==> src/core/dec_params.svh <==
// constants for the cipher control register front end
`ifndef DEC_PARAMS_SVH
`define DEC_PARAMS_SVH
// =====================================================
// register offsets
`define DEC_OFF_CONTROL      8'hc3
`define DEC_OFF_KEY_PTR      8'hc4
`define DEC_OFF_DATA_PTR     8'hc5
`define DEC_OFF_BYTE_COUNT   8'hc6
`define DEC_OFF_IRQ_STATUS   8'hc8
`define DEC_OFF_IRQ_MASK     8'hc9
`define DEC_OFF_EXT_ENABLE   8'hca
// =====================================================
// control field positions
`define DEC_BIT_START        0
`define DEC_BIT_TRIPLE       1
`define DEC_BIT_DIR          2
`define DEC_BIT_MODE         3
`define DEC_BIT_RELOAD       4
`define DEC_BIT_DONE         5
`define DEC_BIT_IE           6
// =====================================================
// reset values and counts
`define DEC_RST_BYTE         8'h00
`define DEC_KEY_BYTES        3'h7
`define DEC_START_CYCLES     4'h2
`define DEC_ROUND_CYCLES     5'h19
`endif

==> src/core/dec_pkg.sv <==
// types for the cipher control register front end
`default_nettype none
package dec_pkg;
    // =====================================================
    // sequencer states
    typedef enum logic [4:0] {
        DEC_IDLE  = 5'h01,
        DEC_SETUP = 5'h02,
        DEC_KEY   = 5'h04,
        DEC_DATA  = 5'h08,
        DEC_WBACK = 5'h10
    } dec_state_e;
endpackage : dec_pkg
`default_nettype wire

==> src/core/dec_counter.sv <==
// loadable down counter with zero flag
`default_nettype none
module dec_counter #(
    parameter int WIDTH = 8
) (
    input  wire logic             core_clk_in,   // core clock
    input  wire logic             rst_n_in,      // sync reset, low
    input  wire logic             load_in,       // load value
    input  wire logic [WIDTH-1:0] value_in,      // value to load
    input  wire logic             dec_in,        // count down
    output logic      [WIDTH-1:0] count_out,     // current count
    output logic                  zero_out       // count is zero
);
    initial begin
        if (WIDTH < 1) $error("dec_counter width too small");
    end
    // =====================================================
    // counter
    logic [WIDTH-1:0] cnt_reg;  // count
    always_ff @(posedge core_clk_in) begin
        if (!rst_n_in) begin
            cnt_reg <= '0;
        end else if (load_in) begin
            cnt_reg <= value_in;
        end else if (dec_in) begin
            cnt_reg <= cnt_reg - {{(WIDTH-1){1'b0}}, 1'b1};
        end
    end
    assign count_out = cnt_reg;
    assign zero_out  = (cnt_reg == '0);
endmodule : dec_counter
`default_nettype wire

==> src/core/dec_flag.sv <==
// sticky flag, set wins over clear
`default_nettype none
module dec_flag (
    input  wire logic core_clk_in,   // core clock
    input  wire logic rst_n_in,      // sync reset, low
    input  wire logic set_in,        // hardware set
    input  wire logic clr_in,        // software clear
    output logic      flag_out       // flag state
);
    // =====================================================
    // flag register
    logic flag_reg;  // sticky bit
    always_ff @(posedge core_clk_in) begin
        if (!rst_n_in) begin
            flag_reg <= 1'b0;
        end else if (set_in) begin
            flag_reg <= 1'b1;
        end else if (clr_in) begin
            flag_reg <= 1'b0;
        end
    end
    assign flag_out = flag_reg;
endmodule : dec_flag
`default_nettype wire

==> src/core/dec_engine_ctrl.sv <==
// cipher control registers and run sequencer
//
// How it works
// - writing one to start begins a run
// - start ignores zero, hardware clears at end
// - every run completion sets the done flag
// - done flag stays until software clears it
// - irq needs shared enable, local enable only on the done flag terms
// - no reload keeps previous key bytes
// - reload fetches key from key pointer
// - mode bit zero output, one cipher feedback
// - direction zero encrypts, one decrypts
// - key pointer gives upper address bits
// - data pointer upper bits, low bits zero
// - byte count zero means 256 bytes
// - key is seven consecutive bytes
// - processed byte written back in place
// - local enable also sets shared flag
//
// The strobed register port was decided locally.

`include "dec_params.svh"
`default_nettype none
module dec_engine_ctrl #(
    parameter int ADDR_W = 11
) (
    input  wire logic              core_clk_in,    // core clock
    input  wire logic              rst_n_in,       // sync reset, low
    input  wire logic [7:0]        reg_addr_in,    // register address
    input  wire logic [7:0]        reg_wdata_in,   // write data
    input  wire logic              reg_wr_in,      // write strobe
    input  wire logic              reg_rd_in,      // read strobe
    output logic      [7:0]        reg_rdata_out,  // read data, next cycle
    output logic      [ADDR_W-1:0] ram_addr_out,   // ram address
    output logic                   ram_rd_out,     // ram read strobe
    output logic                   ram_wr_out,     // ram write strobe
    output logic      [7:0]        ram_wdata_out,  // ram write data
    input  wire logic [7:0]        ram_rdata_in,   // ram read data, next cycle
    output logic                   ram_grant_in_n_unused_out, // tied low
    input  wire logic              ram_stall_in,   // ram busy with cpu
    output logic                   key_load_out,   // key byte strobe
    output logic      [2:0]        key_index_out,  // key byte index
    output logic      [7:0]        key_byte_out,   // key byte value
    output logic                   mode_cfb_out,   // feedback mode
    output logic                   decrypt_out,    // direction
    output logic                   busy_out,       // run in progress
    output logic                   irq_out         // interrupt level
);
    // refuse unusable widths
    initial begin
        if (ADDR_W != 11) $error("dec_engine_ctrl needs 11 address bits");
    end

    // =====================================================
    // register state
    // control bits
    logic       start_reg;      // start and busy
    logic       ie_reg;         // local irq enable
    logic       reload_reg;     // key reload select
    logic       mode_reg;       // feedback mode
    logic       dir_reg;        // direction
    logic       triple_reg;     // reserved triple bit
    // pointers and count
    logic [7:0] key_ptr_reg;    // key pointer
    logic [7:0] data_ptr_reg;   // data pointer
    logic [7:0] count_reg;      // byte count
    logic [1:0] mask_reg;       // irq mask
    logic       ext_en_reg;     // shared irq enable
    // data and flags
    logic [7:0] rdata_reg;      // read data
    logic       done_flag;      // done flag
    logic       ext_flag;       // shared irq flag
    logic       ev_done;        // run done event
    logic [7:0] key_store [0:6]; // held key bytes

    // =====================================================
    // sequencer state
    dec_pkg::dec_state_e state_reg;   // current state
    dec_pkg::dec_state_e state_next;  // next state
    logic [2:0] idx_reg;      // key byte index
    logic [7:0] byte_reg;     // data byte index
    logic [4:0] wait_reg;     // cycle wait
    logic [7:0] data_reg;     // byte in flight
    logic       rd_pend_reg;  // ram data due

    // =====================================================
    // address decode
    // write strobes
    wire wr_ctrl  = reg_wr_in && (reg_addr_in == `DEC_OFF_CONTROL);
    wire wr_key   = reg_wr_in && (reg_addr_in == `DEC_OFF_KEY_PTR);
    wire wr_data  = reg_wr_in && (reg_addr_in == `DEC_OFF_DATA_PTR);
    wire wr_cnt   = reg_wr_in && (reg_addr_in == `DEC_OFF_BYTE_COUNT);
    wire wr_stat  = reg_wr_in && (reg_addr_in == `DEC_OFF_IRQ_STATUS);
    wire wr_mask  = reg_wr_in && (reg_addr_in == `DEC_OFF_IRQ_MASK);
    wire wr_ext   = reg_wr_in && (reg_addr_in == `DEC_OFF_EXT_ENABLE);
    // start accepted only when idle and bit is one
    wire go = wr_ctrl && reg_wdata_in[`DEC_BIT_START] && !start_reg;
    // done flag cleared by writing zero to it, set wins
    wire clr_done = (wr_ctrl && !reg_wdata_in[`DEC_BIT_DONE])
                    || (wr_stat && reg_wdata_in[0]);
    wire clr_ext  = wr_stat && reg_wdata_in[1];
    wire set_ext  = ev_done && ie_reg;
    // control as read
    wire [7:0] ctrl_view = {1'b0, ie_reg, done_flag, reload_reg,
                            mode_reg, dir_reg, triple_reg, start_reg};
    // read select, unmapped zero
    wire [7:0] rd_mux =
        (reg_addr_in == `DEC_OFF_CONTROL)    ? ctrl_view :
        (reg_addr_in == `DEC_OFF_KEY_PTR)    ? key_ptr_reg :
        (reg_addr_in == `DEC_OFF_DATA_PTR)   ? data_ptr_reg :
        (reg_addr_in == `DEC_OFF_BYTE_COUNT) ? count_reg :
        (reg_addr_in == `DEC_OFF_IRQ_STATUS) ? {6'h00, ext_flag, done_flag} :
        (reg_addr_in == `DEC_OFF_IRQ_MASK)   ? {6'h00, mask_reg} :
        (reg_addr_in == `DEC_OFF_EXT_ENABLE) ? {7'h00, ext_en_reg} :
        `DEC_RST_BYTE;

    // =====================================================
    // sticky flags
    dec_flag u_done (
        .core_clk_in (core_clk_in),
        .rst_n_in    (rst_n_in),
        .set_in      (ev_done),
        .clr_in      (clr_done),
        .flag_out    (done_flag)
    );
    dec_flag u_ext (
        .core_clk_in (core_clk_in),
        .rst_n_in    (rst_n_in),
        .set_in      (set_ext),
        .clr_in      (clr_ext),
        .flag_out    (ext_flag)
    );

    // =====================================================
    // byte counter, zero count runs 256 bytes
    logic [8:0] left_cnt;   // bytes still to do
    logic       left_zero;  // no bytes left
    wire [8:0] run_len = (count_reg == 8'h00) ? 9'h100 : {1'b0, count_reg};
    // byte written back
    wire       byte_done = (state_reg == dec_pkg::DEC_WBACK) && !ram_stall_in;
    // run length at start
    dec_counter #(.WIDTH(9)) u_left (
        .core_clk_in (core_clk_in),
        .rst_n_in    (rst_n_in),
        .load_in     (go),
        .value_in    (run_len),
        .dec_in      (byte_done),
        .count_out   (left_cnt),
        .zero_out    (left_zero)
    );

    // =====================================================
    // sequencer next state
    // last write back due
    wire last_byte = (left_cnt == 9'h001);
    // next state
    always_comb begin
        state_next = state_reg;
        case (state_reg)
            dec_pkg::DEC_IDLE: begin
                // wait for start
                if (go) begin
                    state_next = dec_pkg::DEC_SETUP;
                end
            end
            dec_pkg::DEC_SETUP: begin
                // setup wait
                if (wait_reg == 5'h00) begin
                    // reload picks key fetch, else old key kept
                    state_next = reload_reg ? dec_pkg::DEC_KEY
                                            : dec_pkg::DEC_DATA;
                end
            end
            dec_pkg::DEC_KEY: begin
                // last key byte
                if (rd_pend_reg && idx_reg == (`DEC_KEY_BYTES - 3'h1)) begin
                    state_next = dec_pkg::DEC_DATA;
                end
            end
            dec_pkg::DEC_DATA: begin
                // round over
                if (rd_pend_reg && wait_reg == 5'h00) begin
                    state_next = dec_pkg::DEC_WBACK;
                end
            end
            dec_pkg::DEC_WBACK: begin
                // ram not busy
                if (!ram_stall_in) begin
                    state_next = last_byte ? dec_pkg::DEC_IDLE : dec_pkg::DEC_DATA;
                end
            end
            default: begin
                // back to idle
                state_next = dec_pkg::DEC_IDLE;
            end
        endcase
    end
    // run ends here
    assign ev_done = byte_done && last_byte;

    // =====================================================
    // ram addressing: pointers give upper eight bits
    wire [ADDR_W-1:0] key_addr  = {key_ptr_reg, idx_reg};
    wire [ADDR_W-1:0] data_addr = {data_ptr_reg, 3'h0}
                                  + {3'h0, byte_reg};
    // one read at a time
    wire key_rd  = (state_reg == dec_pkg::DEC_KEY) && !rd_pend_reg && !ram_stall_in;
    wire data_rd = (state_reg == dec_pkg::DEC_DATA) && !rd_pend_reg && !ram_stall_in;
    // key address while fetching
    assign ram_addr_out  = (state_reg == dec_pkg::DEC_KEY) ? key_addr : data_addr;
    assign ram_rd_out    = key_rd || data_rd;
    assign ram_wr_out    = byte_done;
    assign ram_wdata_out = data_reg;
    assign ram_grant_in_n_unused_out = 1'b0;

    // =====================================================
    // sequencer registers
    always_ff @(posedge core_clk_in) begin
        if (!rst_n_in) begin
            // idle, none due
            state_reg   <= dec_pkg::DEC_IDLE;
            idx_reg     <= 3'h0;
            byte_reg    <= 8'h00;
            wait_reg    <= 5'h00;
            rd_pend_reg <= 1'b0;
            data_reg    <= 8'h00;
        end else begin
            state_reg <= state_next;
            // start clears indices
            if (go) begin
                idx_reg  <= 3'h0;
                byte_reg <= 8'h00;
                wait_reg <= {1'b0, `DEC_START_CYCLES} - 5'h1;
            end else if (wait_reg != 5'h00) begin
                // count down
                wait_reg <= wait_reg - 5'h1;
            end
            // read data valid one cycle after strobe
            if (ram_rd_out) begin
                rd_pend_reg <= 1'b1;
            end else if (rd_pend_reg && state_reg == dec_pkg::DEC_KEY) begin
                // step key index
                rd_pend_reg <= 1'b0;
                idx_reg     <= idx_reg + 3'h1;
            end
            // data stands one cycle
            if (rd_pend_reg && state_reg == dec_pkg::DEC_DATA
                && wait_reg == (`DEC_ROUND_CYCLES - 5'h1)) begin
                data_reg <= ram_rdata_in;
            end
            // round over, write back
            if (rd_pend_reg && state_reg == dec_pkg::DEC_DATA && wait_reg == 5'h00) begin
                rd_pend_reg <= 1'b0;
            end
            // round wait per read
            if (data_rd) begin
                wait_reg <= `DEC_ROUND_CYCLES - 5'h1;
            end
            // next byte
            if (byte_done) begin
                byte_reg <= byte_reg + 8'h01;
            end
        end
    end

    // key bytes held between runs
    // no reset, fetch fills it
    always_ff @(posedge core_clk_in) begin
        if (rd_pend_reg && state_reg == dec_pkg::DEC_KEY) begin
            key_store[idx_reg] <= ram_rdata_in;
        end
    end
    assign key_load_out  = rd_pend_reg && (state_reg == dec_pkg::DEC_KEY);
    assign key_index_out = idx_reg;
    assign key_byte_out  = ram_rdata_in;

    // =====================================================
    // software registers
    always_ff @(posedge core_clk_in) begin
        if (!rst_n_in) begin
            // reset values
            start_reg    <= 1'b0;
            ie_reg       <= 1'b0;
            reload_reg   <= 1'b0;
            mode_reg     <= 1'b0;
            dir_reg      <= 1'b0;
            triple_reg   <= 1'b0;
            key_ptr_reg  <= `DEC_RST_BYTE;
            data_ptr_reg <= `DEC_RST_BYTE;
            count_reg    <= `DEC_RST_BYTE;
            mask_reg     <= 2'h0;
            ext_en_reg   <= 1'b0;
            rdata_reg    <= `DEC_RST_BYTE;
        end else begin
            // start set by a one, cleared only at run end
            if (ev_done) begin
                start_reg <= 1'b0;
            end else if (go) begin
                start_reg <= 1'b1;
            end
            // configuration frozen while busy
            if (wr_ctrl && !start_reg) begin
                ie_reg     <= reg_wdata_in[`DEC_BIT_IE];
                reload_reg <= reg_wdata_in[`DEC_BIT_RELOAD];
                mode_reg   <= reg_wdata_in[`DEC_BIT_MODE];
                dir_reg    <= reg_wdata_in[`DEC_BIT_DIR];
                triple_reg <= reg_wdata_in[`DEC_BIT_TRIPLE];
            end
            // frozen while busy
            if (wr_key && !start_reg) begin
                key_ptr_reg <= reg_wdata_in;
            end
            if (wr_data && !start_reg) begin
                data_ptr_reg <= reg_wdata_in;
            end
            if (wr_cnt && !start_reg) begin
                count_reg <= reg_wdata_in;
            end
            // always writable
            if (wr_mask) begin
                mask_reg <= reg_wdata_in[1:0];
            end
            if (wr_ext) begin
                ext_en_reg <= reg_wdata_in[0];
            end
            // data only after a read
            rdata_reg <= reg_rd_in ? rd_mux : `DEC_RST_BYTE;
        end
    end

    // =====================================================
    // outputs
    // levels from registers
    assign reg_rdata_out = rdata_reg;
    assign mode_cfb_out  = mode_reg;
    assign decrypt_out   = dir_reg;
    // start doubles as busy
    assign busy_out      = start_reg;
    // shared enable needed on the line, local enable on the done flag terms only
    assign irq_out = ext_en_reg && ((ie_reg && done_flag) || (ext_flag && mask_reg[1])
                     || (done_flag && mask_reg[0] && ie_reg));
endmodule : dec_engine_ctrl
`default_nettype wire

==> config.mk <==
export PLATFORM = sky130hd
export DESIGN_NAME = dec_engine_ctrl
export DESIGN_NICKNAME = d
export VERILOG_FILES = /design/src/core/dec_pkg.sv /design/src/core/dec_counter.sv /design/src/core/dec_flag.sv /design/src/core/dec_engine_ctrl.sv
export VERILOG_INCLUDE_DIRS = /design/src /design/src/core
export SDC_FILE = /design/constraint.sdc
export NUM_CORES = 1
export LEC_CHECK = 0
export BUFFER_PORTS_ARGS = -buffer_cell sky130_fd_sc_hd__buf_2
export CORE_UTILIZATION = 51
export DETAILED_ROUTE_END_ITERATION = 16
export MAX_ROUTING_LAYER = met4
export PLACE_DENSITY = 0.78
export SETUP_SLACK_MARGIN = 0.1
export SYNTH_ARGS = -nofsm -noshare
export SYNTH_HDL_FRONTEND = slang
export SYNTH_SLANG_ARGS = --single-unit
export TNS_END_PERCENT = 20
==> constraint.sdc <==
create_clock -name core_clk_in -period 1.6 [get_ports core_clk_in]
set_input_delay 0.08 -clock core_clk_in [delete_from_list [all_inputs] [get_ports core_clk_in]]
set_output_delay 0.08 -clock core_clk_in [all_outputs]
set_load 0.05 [all_outputs]
==> summary.md, run 1 <==
| Metric | Value |
|---|---|
| Minimum clock period | `between 2 and 2.5 ns` |
| Post-Synth Adder-Cell Area | `under 10%` |
| Worst path max stage delay | `~0.37 ns` |
| CP cell instances | `ha_4 -> inv_2 -> fa_2 -> nor2b_2 -> o21ai_2 -> a21oi_2 -> o21ai_2 -> xnor2_2 -> a21oi_4 -> buf_6` |
| # clock sinks | `82` |
| Max-slew violations | `0` |
| Xor/xnor cell area share of the yosys netlist | `3.92%` |
| Aggregate routed wire length | `~14 mm` |
| Post-DRT Antenna Nets | `0` |
| Multi-input logic area | `2800 um2` |
| Via count | `between 4k and 5k` |
| Power Density | `765 nW/um2` |
| Die width | `about 93 um` |
| Grt total ovfl | `0` |
| Final setup fails | `33` |
| Fin cells | `770` |
| Met1 WL | `5.16 mm` |
| Worst EP required | `1.52 ns` |
| Post-synthesis compound-gate area fraction | `14.5%` |
| Synth cell count leaders | `dfxtp_1, nor2_1, a21oi_1` |
| Syn nets | `565` |
| Clock-pin slew on the worst setup and hold paths | `0.09 ns` |
| CP max FO | `2` |
| Root buffer selected by CTS | `clkbuf_8` |
| R2r worst-path depth | `9` |
| Top Ports | `between 70 and 80` |
| Max reg flops | `9` |
| Total GRT Usage | `a little under a third` |
| Drt pass-1 iters | `7` |
| CTS tree | `built` |
| Dpl cells | `726` |
| Seq/Total Area, Yosys | `roughly 39%` |
| Row Count | `32` |
| DRC | `0` |
| Synthesized cell area | `4240 um2` |
| Flops & latches, synth | `just over 80` |
| Avg WL per Cell | `between 15 and 20 um` |
| Drt via density | `~5.9` |
| Area share of the largest cell type after synthesis | `between 30% and 40%` |
| WL met3 | `about 800 um` |
| Hold crit path type | `in -> reg` |
| Main combinational cell family by area after synthesis | `simple AND/OR/NAND/NOR gates` |
| Initial antenna violation count | `0` |
| Mapped Avg Cell Area | `8.09 um2` |
| Worst Path Arrival | `2.24 ns` |
| RR Endpoint | `byte_reg[5]` |
| Max-cap viol count | `0` |
| Placer congestion estimate | `just under 1` |
| Synth Area in Simple Gates | `24.9%` |
| Total inserted antenna cells | `0` |
| Crit-path most repeated cell | `o21ai_2` |
| HP Start | `ram_rdata_in[7]` |
| Clock Skews | `0.00799 ns` |
| Tcrit/Tclk final | `145%` |
| Dpl hpwl | `between 8 and 9 mm` |
| Worst skew pair latency | `0.35 ns` |
| Unrepaired setup endpoints after global routing | `true` |
| Post-layout nets | `just over 700` |
| Cts bufs inserted | `9` |
| Failing checks | `negative setup slack` |
| FFs w/ async S/R, synth | `0%` |
| Reg area | `between 1500 and 2000 um2` |
| Most area-hungry cell type in the Yosys netlist | `dfxtp_1` |
| Reg2reg start | `state_reg[2]` |
| CTS HTree Levels | `3` |
| IR drop worst, VDD | `0.526 mV` |
| Critical path class | `reg -> out` |
| Initial drt markers | `338` |
| Mux contribution to synthesized area | `8.65%` |
| Die area | `between 8000 and 9000 um2` |
| Pin count of the biggest net entering global routing | `between 40 and 50` |
| Clock tree buffer depth | `2` |
| Fill cells | `roughly 490` |
| Vert. Die Dim | `between 90 and 100 um` |
| Vias in the first global route | `around 4.4k` |
| Crit end category | `primary output` |
| R2R Setup Slk | `-0.16 ns` |
| Top_reg_cell synth | `dfxtp_1` |
| Post-synth EDFFs | `0` |
| Max Freq | `around 430 MHz` |
| Synth Instances | `524` |
| Worst Slack Setup Final | `-0.715 ns` |
| Core area | `approximately 7900 um2` |
| Unique masters post-synth | `50` |
| Yosys warnings | `0` |
| Min-Delay Endpoint | `ram_wdata_out[7]` |
| IO buf count | `73` |
| Hold Vio Cnt, Final | `0` |
| Highest routed metal layer | `met4` |
| Overall power | `approximately 4.7 mW` |
| Status | `complete, but fails checks` |
| Top post-synthesis cells by area | `dfxtp_1, a21oi_1, mux2i_1` |
| Crit start category | `flip-flop` |
| Layout cell share with drive strength beyond 1 | `between 30 and 40%` |
| Starting Density | `between 50% and 60%` |
| Leakage | `roughly 2.7 nW` |
| Worst-path cell with the longest stage delay | `dfxtp_2` |
| Layout area overhead | `44.3%` |
| Met2 Routed Length | `slightly above 7 mm` |
| Min-Delay Path Depth | `3` |
| First-pass GRT wire length | `a little over 20 mm` |
[worst max-delay path: cells and delay by family (launching register included)]
kind / cells / cell delay [ns]
AO/OA/AOI/OAI: 4 / 0.50
XOR/XNOR: 1 / 0.16
adder cells (fa/ha/maj): 2 / 0.51
buffers and inverters: 2 / 0.21
flip-flops: 1 / 0.37
AND/OR/NAND/NOR: 1 / 0.13
[what timing repair did]
item / 4_1_cts / 5_1_grt
gates cloned: 1 / 0
endpoints found under the setup margin: 52 / 68
gates resized for setup: 66 / 52
hold buffers: 7 / 0
endpoints found under the hold margin: 7 / 0
setup buffers: 10 / 11
pin swaps: 14 / 18
[kinds of logic after synthesis]
family,Yosys count
compound gates,111
xor+xnor,19
fa+ha+maj,12
buf+inv,52
flops,82
mux,36
other cells,1
simple gates,211
[how the worst max path moves through the flow]
stage	start	endpoint	slack, ns	depth (start not counted)
2_1_floorplan	data_ptr_reg[0]	ram_addr_out[9]	-0.21	9
3_3_place_gp	byte_reg[3]	ram_addr_out[9]	-0.30	10
3_5_place_dp	byte_reg[3]	ram_addr_out[9]	-0.36	10
4_1_cts	data_ptr_reg[0]	ram_addr_out[9]	-0.67	10
5_1_grt	data_ptr_reg[0]	ram_addr_out[9]	-0.78	10
6_report	data_ptr_reg[0]	ram_addr_out[9]	-0.72	10
[where the power goes]
part	total (mW)	switching (mW)	internal [mW]
registers	2.15	0.0565	2.09
clock network	1.65	0.766	0.885
logic	0.879	0.473	0.406
[cell type report]
type / instances / area share, %
Clock buffer: 10 / 2.09
Sequential cell: 82 / 27.2
Clock inverter: 6 / 1.47
Inverter: 22 / 1.47
Timing Repair Buffer: 158 / 19.9
Multi-Input combinational cell: 390 / 45.8
Tap cell: 102 / 2.09
[through the flow]
stage                     util, %  area, um2  hold slack [ns]  worst slack [ns]  TNS [ns]
after floorplan                 -       4410            0.216            -0.209    -0.672
after global placement       66.0       5200            0.322            -0.305    -0.895
after detailed placement     66.0       5200            0.335            -0.358     -1.89
after CTS                    74.0       5840           0.0117            -0.673     -5.12
after global routing         77.6       6120           0.0362            -0.783     -7.95
final                        77.6       6120           0.0228            -0.715     -5.69
[metal layers]
metal,track usage (%),vias up
met2,55.1,210
met3,4.63,54
met5,-,-
met4,15.8,0
met1,34.2,2170
li1,-,2094
[cell usage in the layout (no fill, tap or decap), drive strengths merged, types with 2 or more instances in the layout]
master / n
a211oi: 3
a21oi: 62
a22oi: 4
a31oi: 4
and3: 6
and3b: 2
and4bb: 2
buf: 151
bufinv: 2
clkbuf: 10
clkinv: 4
dfxtp: 82
dlygate4sd3: 7
ha: 11
inv: 21
mux2: 5
mux2i: 31
nand2: 45
nand2b: 5
nand3: 26
nand3b: 5
nand4: 4
nand4b: 2
nor2: 83
nor2b: 6
nor3: 11
nor3b: 2
nor4: 5
o2111ai: 2
o211ai: 2
o21ai: 23
o22ai: 2
o31ai: 6
or3: 2
xnor2: 12
xor2: 7
Note: power is estimated with default switching activity, not from simulation.
==> run 2: changes to the inputs <==
Settings changed: CELL_PAD_IN_SITES_DETAIL_PLACEMENT set to 1, CELL_PAD_IN_SITES_GLOBAL_PLACEMENT set to 1, CORE_UTILIZATION 51 to 37, PLACE_DENSITY 0.78 to 0.77.
==> run 2 against run 1 <==
The run ends with negative hold slack, negative setup slack left; utilization is 20 points lower; first-iteration DRC count shrank 22%; clock power up 35%; sequential share of layout area fell by 0.97 points; non-clock buffer count rose by 3; maximum frequency is 0.77% lower; global-route usage is 1.9 points lower; combinational power up 6.9%; clock-buffer cell count is 1 higher; sequential power barely moved.
==> summary.md, run 2 (synthesis gave the netlist of run 1 again) <==
| Metric | Value |
|---|---|
| Status | `complete, but fails checks` |
| Failing checks | `negative hold slack, negative setup slack` |
| Final TNS setup | `-7.14 ns (-1.45 ns)` |
| Internal power | `3.85 mW (+14%)` |
| Post-DRT Antenna Nets | `0 (unchanged)` |
| Post-layout nets | `707 (+0.43%)` |
| Grt total ovfl | `0 (unchanged)` |
| Pin count of the biggest net entering global routing | `45 (unchanged)` |
| Core area | `11000 um2 (+39%)` |
| Worst path max stage delay | `0.38 ns (about the same)` |
| First-pass GRT wire length | `25.3 mm (+23%)` |
| Clock Skews | `0.00577 ns (-0.00222 ns)` |
| Avg WL per Cell | `20.9 um (+18%)` |
| Vert. Die Dim | `109 um (+17%)` |
| Power Density | `839 nW/um2 (+9.7%)` |
| Max Freq | `429 MHz (-0.77%)` |
| Placed Area | `5320 um2 (+2.2%)` |
| Layout area overhead | `49.4%` |
| DRC | `0 (unchanged)` |
| Hold Vio Cnt, Final | `1 (+1)` |
| Leakage | `2.85 nW (+3.8%)` |
| Root buffer selected by CTS | `clkbuf_16` |
| Crit start category | `flip-flop` |
| Die area | `11900 um2 (+37%)` |
| Sw power | `1.47 mW (+13%)` |
| Max reg flops | `9 (unchanged)` |
| Max-cap viol count | `0 (unchanged)` |
| Vias in the first global route | `4695 (+6.2%)` |
| Cts bufs inserted | `9 (unchanged)` |
| Most frequent cells in the layout | `nor2_1, dfxtp_1, buf_4, buf_2, a21oi_1` |
| Crit-path most repeated cell | `o21ai_2` |
| Initial antenna violation count | `0 (unchanged)` |
| IR drop worst, VDD | `0.420 mV (-20%)` |
| Minimum clock period | `2.33 ns (+0.0179 ns)` |
| Unrepaired setup endpoints after global routing | `true` |
| Drt via density | `5.56 (-5.5%)` |
| Aggregate routed wire length | `16.9 mm (+24%)` |
| Total GRT Usage | `29.4% (-1.9 points)` |
| Setup crit start | `byte_reg[3]` |
| Overall power | `5.32 mW (+14%)` |
| Total inserted antenna cells | `0 (unchanged)` |
| Layout cell share with drive strength beyond 1 | `39.3% (+1.5 points)` |
| Worst skew pair latency | `0.35 ns (about the same)` |
| CP cell instances | `ha_4 -> inv_2 -> fa_2 -> nor2b_2 -> o21ai_2 -> a21oi_2 -> o21ai_2 -> xnor2_2 -> a21oi_4 -> buf_6` |
| # clock sinks | `82 (unchanged)` |
| Via count | `4507 (-0.46%)` |
| Final setup fails | `40 (+21%)` |
| Most common cell after layout, fill and taps aside | `nor2_1` |
| Die width | `109 um (+17%)` |
| CP max FO | `2 (unchanged)` |
| Dpl hpwl | `10.3 mm (+16%)` |
| Worst-path cell with the longest stage delay | `fa_2` |
| Worst Slack Setup Final | `-0.733 ns (-0.0179 ns)` |
| Initial drt markers | `262 (-22%)` |
| Finished Cell Area | `6340 um2 (+3.5%)` |
| Min Hold Slack | `-0.00238 ns (-0.0252 ns)` |
| HP Start | `ram_rdata_in[2]` |
| Slew headroom | `63.7%` |
| Clock-pin slew on the worst setup and hold paths | `0.06 ns (-0.03 ns)` |
| R2R Setup Slk | `-0.19 ns (-0.03 ns)` |
| CTS HTree Levels | `3 (unchanged)` |
| Final core utilization | `57.7% (-20 points)` |
| Seq pwr share | `40.5% (-5.4 points)` |
| Net Sw Frac | `27.6% (-0.071 points)` |
| CTS tree | `built` |
| Drt pass-1 iters | `4 (-3)` |
| Critical path class | `reg -> out` |
| Row Count | `38 (+19%)` |
| Placer congestion estimate | `0.874 (-10%)` |
| Hold crit path type | `in -> reg` |
| Pre-CTS setup slack | `-0.408 ns (-0.0500 ns)` |
| Worst Path Arrival | `2.25 ns (about the same)` |
| Worst EP required | `1.52 ns (about the same)` |
| IO buf count | `73 (unchanged)` |
| Tcrit/Tclk final | `146% (+1.1 points)` |
| Crit end category | `primary output` |
| Clock power share | `41.8% (+6.5 points)` |
| Top Ports | `75 (unchanged)` |
| Slew @ Worst Pin | `0.545 ns` |
| Clock tree buffer depth | `2 (unchanged)` |
| Reg2reg start | `state_reg[0]` |
| Max-slew violations | `0 (unchanged)` |
| Starting Density | `38.6% (-15 points)` |
| Logic pwr share | `17.7% (-1.1 points)` |
-- run 2: area by class of cell --
class / count / area (um2)
Multi-Input combinational cell: 390 / 2820
Clock buffer: 11 / 264
Timing Repair Buffer: 161 / 1270
Fill cell: 1282 / 4650
Clock inverter: 5 / 50.0
Sequential cell: 82 / 1660
Tap cell: 140 / 175
Inverter: 22 / 95.1
-- run 2: critical path, delay by kind of cell, from the launching register on --
family	cells	cell delay [ns]
buf+inv	2	0.21
fa+ha+maj	2	0.52
xor+xnor	1	0.17
simple gates	1	0.14
flops	1	0.36
compound gates	4	0.51
-- run 2: routing by layer --
| metal | global-route usage [%] | vias up | routed length (um) |
|---|---|---|---|
| met5 | - | - | 0 |
| met4 | 14.6 | 0 | 594 |
| met3 | 3.23 | 49 | 655 |
| met2 | 52.2 | 128 | 8950 |
| met1 | 32.4 | 2236 | 6710 |
| li1 | - | 2094 | - |
-- run 2: stage by stage --
step | instances | hold slack [ns]
after global placement | 773 | 0.322
final | 811 | -0.00238
after CTS | 807 | 0.00125
after global routing | 811 | 0.0305
after floorplan | 524 | 0.216
after detailed placement | 773 | 0.340
-- run 2: final timing paths --
check,endpoint,depth (start not counted)
hold reg to reg,key_ptr_reg[0],2
setup reg to reg,byte_reg[4],8
setup / recovery,ram_addr_out[9],10
hold / removal,ram_wdata_out[2],3
-- run 2: what timing repair did --
| action | CTS | global route |
|---|---|---|
| hold buffers | 3 | 0 |
| setup buffers | 16 | 5 |
| cloned | 2 | 0 |
| endpoints found under the hold margin | 3 | 0 |
| resized for setup | 88 | 37 |
| endpoints found under the setup margin | 48 | 69 |
| pin swaps | 26 | 19 |
-- run 2: power groups by stage --
| stage | Combinational [mW] | Clock (mW) | Sequential [mW] |
|---|---|---|---|
| 2_1_floorplan | 0.574 | 0 | 2.19 |
| 3_3_place_gp | 0.775 | 0 | 2.19 |
| 3_5_place_dp | 0.812 | 0 | 2.20 |
| 4_1_cts | 0.862 | 2.21 | 2.15 |
| 5_1_grt | 1.02 | 2.32 | 2.16 |
| 6_report | 0.940 | 2.22 | 2.15 |
